File: config.mk
export PLATFORM = sky130hd
export DESIGN_NAME = bitop_call_exec
export DESIGN_NICKNAME = d
export VERILOG_FILES = /design/src/include/bitop_call_pkg.sv /design/src/rtl/bitop_decode.sv /design/src/rtl/bitop_call_exec.sv
export SDC_FILE = /design/constraint.sdc
export NUM_CORES = 1
export LEC_CHECK = 0
export BUFFER_PORTS_ARGS = -buffer_cell sky130_fd_sc_hd__buf_2
export CORE_MARGIN = 4
export CORE_UTILIZATION = 40
export CTS_CLUSTER_DIAMETER = 40
export DETAILED_ROUTE_END_ITERATION = 6
export HOLD_SLACK_MARGIN = 0.02
export PLACE_DENSITY = 0.65
export SYNTH_ARGS = -nofsm -noshare
export SYNTH_HDL_FRONTEND = slang
export SYNTH_SLANG_ARGS = --single-unit
export TNS_END_PERCENT = 30
File: constraint.sdc
create_clock -name clk_i -period 1.93 [get_ports clk_i]
set_input_delay 0 -clock clk_i [delete_from_list [all_inputs] [get_ports clk_i]]
set_output_delay 0 -clock clk_i [all_outputs]
set_load 0.01 [all_outputs]
File: src/include/bitop_call_pkg.sv
// Package with opcode patterns, field positions and shared carrier types.
`default_nettype none
package bitop_call_pkg;
    localparam int INSTR_W = 14;
    localparam int PC_W = 13;
    localparam int REG_ADDR_W = 7;
    localparam int DATA_W = 8;
    localparam int BIT_POS_W = 3;
    localparam int CALL_K_W = 11;
    // Opcode prefixes.
    localparam logic [3:0] OP_BIT_SET = 4'h5;
    localparam logic [3:0] OP_BIT_TEST_SET = 4'h7;
    localparam logic [6:0] OP_REG_CLEAR = 7'h03;
    localparam logic [2:0] OP_CALL = 3'h4;
    // Field positions.
    localparam int BIT_POS_LSB = 7;
    localparam int PAGE_LSB = 3;
    localparam int PC_PAGE_LSB = 11;
    // Counter reset value and register clear value.
    localparam logic [PC_W-1:0] PC_RESET = 13'h0000;
    localparam logic [DATA_W-1:0] CLEAR_VALUE = 8'h00;

    typedef enum logic [2:0]
    {
        ST_EXEC = 3'b001,
        ST_FLUSH_SKIP = 3'b010,
        ST_FLUSH_CALL = 3'b100
    } exec_state_t;

    typedef struct packed
    {
        logic we;
        logic [REG_ADDR_W-1:0] addr;
        logic [DATA_W-1:0] data;
    } reg_write_t;

    typedef struct packed
    {
        logic push;
        logic [PC_W-1:0] data;
    } stack_push_t;
endpackage
`default_nettype wire

File: src/rtl/bitop_decode.sv
// Instruction field decoder for the bit, clear and call instructions.
`default_nettype none
module bitop_decode
(
    // Instruction word.
    input wire logic [bitop_call_pkg::INSTR_W-1:0] instr_i,
    // Decoded classes and fields.
    output logic is_bit_set_o,
    output logic is_bit_test_o,
    output logic is_clear_o,
    output logic is_call_o,
    output logic [bitop_call_pkg::BIT_POS_W-1:0] bit_pos_o,
    output logic [bitop_call_pkg::REG_ADDR_W-1:0] reg_addr_o,
    output logic [bitop_call_pkg::CALL_K_W-1:0] call_k_o
);
    import bitop_call_pkg::*;

    always_comb
    begin
        is_bit_set_o = (instr_i[13:10] == OP_BIT_SET);
        is_bit_test_o = (instr_i[13:10] == OP_BIT_TEST_SET);
        is_clear_o = (instr_i[13:7] == OP_REG_CLEAR);
        is_call_o = (instr_i[13:11] == OP_CALL);
        bit_pos_o = instr_i[BIT_POS_LSB +: BIT_POS_W];
        reg_addr_o = instr_i[REG_ADDR_W-1:0];
        call_k_o = instr_i[CALL_K_W-1:0];
    end
endmodule
`default_nettype wire

File: src/rtl/bitop_call_exec.sv
// Execute stage for bit set, bit test skip, register clear and call.
// Functional notes
// - Bit test skips the next instruction when the tested bit is one.
// - A taken skip replaces the prefetched word with a no-op cycle.
// - Register clear writes zero, sets the zero flag, takes one cycle.
// - Call pushes the address after the call on the same clock edge that loads the counter.
// - Call loads its eleven-bit target into counter bits ten to zero.
// - Call takes counter bits twelve and eleven from page latch bits 4:3.
// - Call takes two cycles, flushing the prefetched word.
`default_nettype none
module bitop_call_exec
(
    // Clock and reset.
    input wire logic clk_i,
    input wire logic srst_i,
    // Instruction in execute and its register operand.
    input wire logic instr_valid_i,
    input wire logic [bitop_call_pkg::INSTR_W-1:0] instr_i,
    input wire logic [bitop_call_pkg::DATA_W-1:0] reg_rdata_i,
    input wire logic [bitop_call_pkg::DATA_W-1:0] page_latch_i,
    // Register file, flag, stack and counter outputs.
    output bitop_call_pkg::reg_write_t reg_wr_o,
    output logic zero_set_o,
    output bitop_call_pkg::stack_push_t stack_o,
    output logic [bitop_call_pkg::PC_W-1:0] pc_o,
    output logic flush_o,
    output logic busy_o
);
    import bitop_call_pkg::*;

    logic is_set, is_test, is_clr, is_call;
    logic [BIT_POS_W-1:0] bit_pos;
    logic [REG_ADDR_W-1:0] reg_addr;
    logic [CALL_K_W-1:0] call_k;
    logic exec;
    logic skip;
    logic [DATA_W-1:0] set_mask;
    exec_state_t state_q;

    bitop_decode u_dec
    (
        .instr_i(instr_i),
        .is_bit_set_o(is_set),
        .is_bit_test_o(is_test),
        .is_clear_o(is_clr),
        .is_call_o(is_call),
        .bit_pos_o(bit_pos),
        .reg_addr_o(reg_addr),
        .call_k_o(call_k)
    );

    always_comb
    begin
        exec = instr_valid_i && (state_q == ST_EXEC);
        skip = exec && is_test && reg_rdata_i[bit_pos];
        set_mask = DATA_W'(1) << bit_pos;
    end

    //**********************************************************
    // Sequencing of flush cycles.
    //**********************************************************
    always_ff @(posedge clk_i)
    begin
        if (srst_i)
        begin
            state_q <= ST_EXEC;
        end
        else
        begin
            case (state_q)
                ST_EXEC:
                begin
                    if (skip)
                        state_q <= ST_FLUSH_SKIP;
                    else if (exec && is_call)
                        state_q <= ST_FLUSH_CALL;
                end
                default:
                    state_q <= ST_EXEC;
            endcase
        end
    end

    always_ff @(posedge clk_i)
    begin
        if (srst_i)
        begin
            flush_o <= 1'b0;
            busy_o <= 1'b0;
        end
        else
        begin
            flush_o <= skip || (exec && is_call);
            busy_o <= skip || (exec && is_call);
        end
    end

    //**********************************************************
    // Register writes and zero flag.
    //**********************************************************
    always_ff @(posedge clk_i)
    begin
        if (srst_i)
        begin
            reg_wr_o <= '0;
            zero_set_o <= 1'b0;
        end
        else
        begin
            reg_wr_o.we <= exec && (is_set || is_clr);
            reg_wr_o.addr <= reg_addr;
            if (is_clr)
                reg_wr_o.data <= CLEAR_VALUE;
            else
                reg_wr_o.data <= reg_rdata_i | set_mask;
            zero_set_o <= exec && is_clr;
        end
    end

    //**********************************************************
    // Program counter and return stack.
    //**********************************************************
    always_ff @(posedge clk_i)
    begin
        if (srst_i)
        begin
            pc_o <= PC_RESET;
            stack_o <= '0;
        end
        else
        begin
            stack_o.push <= exec && is_call;
            if (exec && is_call)
            begin
                stack_o.data <= pc_o + PC_W'(1);
                pc_o <= {page_latch_i[PAGE_LSB +: 2],
                    call_k};
            end
            else if (exec || state_q != ST_EXEC)
                pc_o <= pc_o + PC_W'(1);
        end
    end

    //**********************************************************
    // Checks.
    //**********************************************************
    bit_set_write_a: assert property (
        @(posedge clk_i) disable iff (srst_i)
        exec && is_set |=> reg_wr_o.we && !zero_set_o
        && reg_wr_o.data == ($past(reg_rdata_i) | $past(set_mask)))
        else $error("bit set write wrong");
    skip_taken_a: assert property (
        @(posedge clk_i) disable iff (srst_i)
        skip |=> flush_o && state_q == ST_FLUSH_SKIP)
        else $error("skip not taken");
    skip_nop_a: assert property (
        @(posedge clk_i) disable iff (srst_i)
        skip |=> !reg_wr_o.we ##1 (!reg_wr_o.we && state_q == ST_EXEC))
        else $error("skip slot not two cycles");
    clear_zero_a: assert property (
        @(posedge clk_i) disable iff (srst_i)
        exec && is_clr |=> zero_set_o && reg_wr_o.we
        && reg_wr_o.data == CLEAR_VALUE)
        else $error("clear did not zero");
    call_push_a: assert property (
        @(posedge clk_i) disable iff (srst_i)
        exec && is_call |=> stack_o.push
        && stack_o.data == $past(pc_o) + PC_W'(1))
        else $error("call push wrong");
    call_low_a: assert property (
        @(posedge clk_i) disable iff (srst_i)
        exec && is_call |=> pc_o[10:0] == $past(call_k))
        else $error("call target wrong");
    call_page_a: assert property (
        @(posedge clk_i) disable iff (srst_i)
        exec && is_call |=> pc_o[12:11] == $past(page_latch_i[4:3])
        && !zero_set_o)
        else $error("call page wrong");
    call_two_a: assert property (
        @(posedge clk_i) disable iff (srst_i)
        exec && is_call |=> busy_o && state_q == ST_FLUSH_CALL
        ##1 state_q == ST_EXEC)
        else $error("call not two cycles");
    decode_field_a: assert property (
        @(posedge clk_i) disable iff (srst_i)
        exec && (is_set || is_clr) |=> reg_wr_o.addr == $past(instr_i[6:0]))
        else $error("address field wrong");
    decode_excl_a: assert property (
        @(posedge clk_i) disable iff (srst_i)
        $onehot0({is_set, is_test, is_clr, is_call}))
        else $error("decode overlap");

    //**********************************************************
    // Slot and counter checks.
    //**********************************************************
    test_no_write_a: assert property (
        @(posedge clk_i) disable iff (srst_i)
        exec && is_test |=> !reg_wr_o.we && !zero_set_o && !stack_o.push)
        else $error("bit test wrote");
    test_clear_a: assert property (
        @(posedge clk_i) disable iff (srst_i)
        exec && is_test && !reg_rdata_i[bit_pos] |=> !flush_o && !busy_o)
        else $error("skip taken on clear bit");
    slot_quiet_a: assert property (
        @(posedge clk_i) disable iff (srst_i)
        state_q != ST_EXEC |=> !reg_wr_o.we && !zero_set_o
        && !stack_o.push && !flush_o)
        else $error("slot word executed");
    slot_single_a: assert property (
        @(posedge clk_i) disable iff (srst_i)
        busy_o |=> !busy_o)
        else $error("slot longer than one cycle");
    one_cycle_a: assert property (
        @(posedge clk_i) disable iff (srst_i)
        exec && (is_set || is_clr) |=> !busy_o && state_q == ST_EXEC)
        else $error("set or clear took two cycles");
    pc_advance_a: assert property (
        @(posedge clk_i) disable iff (srst_i)
        (exec && !is_call) || state_q != ST_EXEC
        |=> pc_o == $past(pc_o) + PC_W'(1))
        else $error("counter did not advance");
endmodule
`default_nettype wire

# --- Word-level counts from Yosys, hierarchy flattened ---
# Cells that the tools add are included.
totals:
  register_bits: 48
  latch_bits: 0
  mem_bits_rw: 0
  mem_bits_ro: 0
  in_bits: 33
  out_inout_bits: 46
  elab_cells: 41
  n_memories: 0
classes:
  addsub: 1
  mul: 0
  div: 0
  order_cmp: 1
  n_eq_ne: 6
  shift: 1
  mux: 6
  n_bitwise: 2
  reduce_logical: 14
ops:
  columns: ["cell", "count"]
  rows:
  - ["$mux W13", 2]
  - ["$add A13 B1 Y13 const B", 1]
  - ["$eq A4 B3 Y1 const B", 2]
  - ["$or A8 B8 Y8", 1]
  - ["$shl A1 B3 Y8 const A", 1]
  - ["$eq A7 B2 Y1 const B", 1]
  - ["$logic_and A1 B1 Y1", 6]
  - ["$lt A3 B4 Y1 const B", 1]
  - ["$mux W2", 2]
  - ["$reduce_bool A2 Y1", 2]
  - ["$reduce_or A2 Y1", 2]
  - ["$bmux W1 S3", 1]
  - ["$eq A3 B1 Y1 const B", 1]
  - ["$eq A3 B3 Y1 const B", 1]
  - ["$logic_or A1 B1 Y1", 3]
  - ["$ne A3 B1 Y1 const B", 1]
  - ["$reduce_or A3 Y1", 1]
  - ["$mux W1", 1]
  - ["$not A1 Y1", 1]

# --- Depth between registers and ports, before layout ---
logic_depth:
  ltp_word: 5
  ltp_mapped: 7
  depth_no_buf: 5

# --- Modules after synthesis ---
# From an unflattened synthesis, not the netlist that was laid out.
unflattened:
  cells_unflattened: 271
  hier_area_um2: 2393.5
by_module_without_submodules:
  columns: ["mod", "instances", "cells_per_inst", "area_each_um2", "seq_area_each_um2"]
  rows:
  - ["bitop_call_exec", 1, 243, 2190.9, 960.9]
  - ["bitop_decode", 1, 28, 202.7, 0.0]

# --- Least setup slack after synthesis ---
# Ideal clock, no wire load.
synth_timing:
  kind: "reg2reg"
  start: "register pc_o[0] (netlist name)"
  end: "register pc_o[10] (netlist name)"
  setup_ps: 74
  t_arrival_ps: 1584
  required_time_ps: 1856
  setup_slack_ps: 272
  path_stages_with_launch: 6
  path_buffers: 0
  period_less_slack_ps: 1658
  path_cell_list: "dfxtp_1 ha_1 and3_1 nand3_1 or4_1 a31oi_1"
synth_between:
  elab_chain_cells: 3
synth_rtl:
  columns: ["element", "line", "rtl"]
  rows:
  - ["from (decl)", "bitop_call_exec.sv:25", "output logic [bitop_call_pkg::PC_W-1:0] pc_o,"]
  - ["from (signal assigned)", "bitop_call_exec.sv:136", "pc_o <= {page_latch_i[PAGE_LSB +: 2],"]
  - ["from (signal assigned)", "bitop_call_exec.sv:140", "pc_o <= pc_o + PC_W'(1);"]
  - ["$add A13 B1 Y13", "bitop_call_exec.sv:140", null]
  - ["$mux W13", "bitop_call_exec.sv:139", "else if (exec || state_q != ST_EXEC)"]
  - ["$mux W13", "bitop_call_exec.sv:133", "if (exec && is_call)"]
# No other way between the ends. The select of a mux whose other input is x is not followed.
# A chain may end at the register's enable or synchronous reset.

# --- Worst setup path after layout ---
layout_timing:
  start: "register state_q[1]"
  end: "register reg_wr_o[15] (netlist name)"
layout_between:
  elab_chain_cells: 3
layout_rtl:
  columns: ["element", "line", "rtl"]
  rows:
  - ["from (decl)", "bitop_call_exec.sv:38", "exec_state_t state_q;"]
  - ["from (signal assigned)", "bitop_call_exec.sv:66", "state_q <= ST_EXEC;"]
  - ["from (signal assigned)", "bitop_call_exec.sv:74", "state_q <= ST_FLUSH_SKIP;"]
  - ["from (signal assigned)", "bitop_call_exec.sv:76", "state_q <= ST_FLUSH_CALL;"]
  - ["$eq A3 B1 Y1", "bitop_call_exec.sv:54", "exec = instr_valid_i && (state_q == ST_EXEC);"]
  - ["$logic_and A1 B1 Y1", "bitop_call_exec.sv:54", null]
  - ["$logic_and A1 B1 Y1", "bitop_call_exec.sv:110", "reg_wr_o.we <= exec && (is_set || is_clr);"]
  - ["to (decl)", "bitop_call_exec.sv:22", "output bitop_call_pkg::reg_write_t reg_wr_o,"]
# No other way between the ends.

==> parameters.txt <==
Parameter                              Value

Outcome
  Run status    finished, final reports clean

Detailed routing
  Avg Vias per Cell    5.21
  1st-pass router iterations    4
  Drt first-iter violations    159
  Detailed-route via count    2,110
  Count of antenna-violating nets left after detailed routing    0
  DR DRC count    0
  Final Routed Wirelength    5570 microns
  Per-cell routed wire length    13.8 microns

Synth
  Netlist area before placement    2130 sq um
  Biggest area contributors in the synthesized netlist    sky130_fd_sc_hd__dfxtp_1, sky130_fd_sc_hd__nor2_1, sky130_fd_sc_hd__a21oi_1, sky130_fd_sc_hd__a211oi_1, sky130_fd_sc_hd__nor2b_1
  Syn Area/Cell    8.68 sq um
  Count of flip-flops with a built-in enable after synthesis    0
  Async SR Flop Fraction    0%
  Fraction of the yosys area taken by sequential cells    45.2%
  Yosys warning total    0
  Cell taking the most area after synthesis    sky130_fd_sc_hd__dfxtp_1
  Netlist cell types    44
  Dominant register cell in the synthesized netlist    sky130_fd_sc_hd__dfxtp_1
  Synthesized instance count    245
  Number of register bits inferred by synthesis    48
  Fraction of post-synthesis cell area in the top cell type by area    45.2%
  Net count after synthesis    279

Job
  Max cap viols    0

Clocking
  Buffers inserted during post-CTS setup optimization    0
  H-tree Lvls    2
  Clock Tree Root    sky130_fd_sc_hd__clkbuf_8
  CTS buffer count    5
  Maximum root-to-sink buffer count    2
  Clock sinks    48
  Clock insertion delay at the later pin of the skew report    0.30 ns
  TritonCTS clock tree    yes
  Register clock-pin slew on the reported worst setup and hold paths    0.09 ns

Timing
  Clock tree skew after final layout    0.0113 ns
  Setup slack of the critical path after layout    0.132 ns
  Hold violation count in the final report    0
  Setup repair after global routing missed its margin    no
  Setup total negative slack    0 ns
  Actual transition at the worst max-transition pin    0.409 ns
  Pins over their slew limit    0
  Count of endpoints failing setup in the final report    0
  Post-layout min period    1.80 ns
  Max Clk Rate    0.556 GHz
  Max_slew headroom    72.0%
  Share of the clock period used by the worst path    93.2%

Critical path
  End of the worst register-to-register path    reg_wr_o[15]$_SDFF_PP0_
  Crit Path Max Fanout    17
  Cells on worst reg2reg path    5
  Critical path arrival    2.04 ns
  Internal reg-to-reg setup slack    0.13 ns
  Worst endpoint required time    2.18 ns
  Endpoint type of the worst setup path    flop
  Worst r2r src    state_q[1]$_SDFFE_PP0P_
  Critical path class    flop to flop
  Kind of start point of the critical path    flop

Power
  Pwr per Cell Area    719 nW/um^2
  Max rail drop VDD    409 uV
  Static Leak    1.23 nW

Min path
  Worst hold start    page_latch_i[4]
  Capture endpoint of the worst hold path    pc_o[12]$_SDFFE_PP0P_
  Worst hold path type    input port to flop
  Cell count of the worst hold path    3

Layout
  Number of antenna cells inserted    0
  Filler cell count    530
  Final #Nets    368
  Layout cells sized above 1    26.9%
  Layout overhead on the synthesized area    33.9%

Placed design
  Placed wire-length estimate    3880 microns
  IO Port Bufs    72
  RePlAce Congestion    0.803
  Worst slack at placement    0.285 ns

Floorplan
  Die Height    80.9 microns
  Die area    6550 sq um
  Initial cell density of the core    41.4%
  Core area    5140 sq um
  Horiz. Die Dim    80.9 microns
  Site Rows    26
  Top-Level Pins    79

Global route
  Wire length of the first global-routing pass    9450 microns
  Global Route Usage Sum    18.1%
  Antenna violations before repair    0
  Maximum number of pins on one net before global-route repair    39
  Sum of overflow across all layers after global routing    0
  Number of global-route vias before repair    2,045
[kinds of logic (layout without fill, tap and decap cells)]
| kind of cell | Yosys count | after routing | synth area share (%) |
|---|---|---|---|
| multiplexers | 4 | 4 | 1.88 |
| adder cells (fa/ha/maj) | 1 | 1 | 0.588 |
| AND/OR/NAND/NOR | 102 | 102 | 25.6 |
| XOR/XNOR | 9 | 9 | 3.71 |
| flip-flops | 48 | 48 | 45.2 |
| buffers and inverters | 19 | 109 | 4.47 |
| AO/OA/AOI/OAI | 62 | 62 | 18.5 |
[cells in the mapped netlist (all sizes together) (3+ instances only)]
cell     n
clkbuf   8
xor2     3
a31oi    6
mux2i    4
inv      3
nand4    4
nor2    28
xnor2    6
nand2   14
a211oi  12
o21ai    9
nand3   12
nor3     6
dfxtp   48
and3    10
a21oi   20
nor2b   11
a22oi    4
buf      8
[worst max path at each step]
stage,start,endpoint,slack [ns],depth (start not counted)
detailed placement,pc_o[0]$_SDFFE_PP0P_,pc_o[10]$_SDFFE_PP0P_,0.28,5
CTS,state_q[1]$_SDFFE_PP0P_,reg_wr_o[15]$_SDFF_PP0_,0.12,5
global placement,pc_o[1]$_SDFFE_PP0P_,pc_o[10]$_SDFFE_PP0P_,0.33,5
floorplan,pc_o[0]$_SDFFE_PP0P_,pc_o[10]$_SDFFE_PP0P_,0.27,5
global route,state_q[0]$_SDFFE_PP1P_,reg_wr_o[15]$_SDFF_PP0_,0.01,5
finish,state_q[1]$_SDFFE_PP0P_,reg_wr_o[15]$_SDFF_PP0_,0.13,5
[critical path, stage by stage (launching register included)]
cell and delay [ns]:
sky130_fd_sc_hd__dfxtp_1 0.34, sky130_fd_sc_hd__and4bb_1 0.31, sky130_fd_sc_hd__buf_6 0.19, sky130_fd_sc_hd__nand2_1 0.09, sky130_fd_sc_hd__nor4_1 0.24, sky130_fd_sc_hd__dlygate4sd3_1 0.59
[registers in the layout, summed over array words and instances, names as in the netlist]
name and count:
reg_wr_o 16, stack_o 14, pc_o 13, state_q 3, busy_o 1, zero_set_o 1
[per-stage QoR]
step	utilization, %	cell area, sq um	std cells	hold WS [ns]	total power (W)
2_1_floorplan	-	2130	245	0.0716	0.00122
3_3_place_gp	49.8	2560	379	0.217	0.00133
3_5_place_dp	49.8	2560	379	0.201	0.00133
5_1_grt	55.4	2850	405	0.0608	0.00216
4_1_cts	55.4	2850	405	0.0404	0.00206
6_report	55.4	2850	405	0.0441	0.00205
[repair_timing]
| action | CTS | global route |
|---|---|---|
| endpoints found under the setup margin | 0 | 1 |
| hold buffers | 18 | 0 |
| resized for setup | 0 | 1 |
| endpoints found under the hold margin | 21 | 0 |
[power by group]
part | internal [W] | switching (W)
sequential | 0.00103 | 0.0000198
combinational | 0.000132 | 0.000153
clock | 0.000385 | 0.000329
total | 0.00155 | 0.000501
[layout make-up]
cell class	instances	area (sq um)	area share (%)
clock buffers	6	72.6	2.55
well taps	70	87.6	3.07
flip-flops and latches	48	961	33.7
inverters	3	11.3	0.395
repair buffers	98	604	21.2
clock inverters	2	35.0	1.23
multi-input cells	178	1080	37.8
[cells in the final DEF (no fill, tap or decap), drive strengths merged, types with 3 or more instances in the layout]
| master | instances |
|---|---|
| buf | 80 |
| dfxtp | 48 |
| nor2 | 28 |
| a21oi | 20 |
| dlygate4sd3 | 18 |
| nand2 | 14 |
| nand3 | 12 |
| a211oi | 12 |
| nor2b | 11 |
| and3 | 10 |
| o21ai | 9 |
| a31oi | 6 |
| nor3 | 6 |
| xnor2 | 6 |
| clkbuf | 6 |
| mux2i | 4 |
| a22oi | 4 |
| nand4 | 4 |
| inv | 3 |
| xor2 | 3 |
[routing by layer]
| layer | up-vias | share of wire, % | global-route usage (%) |
|---|---|---|---|
| li1 | 1066 | - | - |
| met1 | 959 | 43 | 23.1 |
| met2 | 80 | 48 | 30.2 |
| met3 | 5 | 8.3 | 4.88 |
| met4 | 0 | 0.86 | 4.56 |
| met5 | - | 0 | 0 |
No activity file was read; power rests on OpenSTA's default activity.
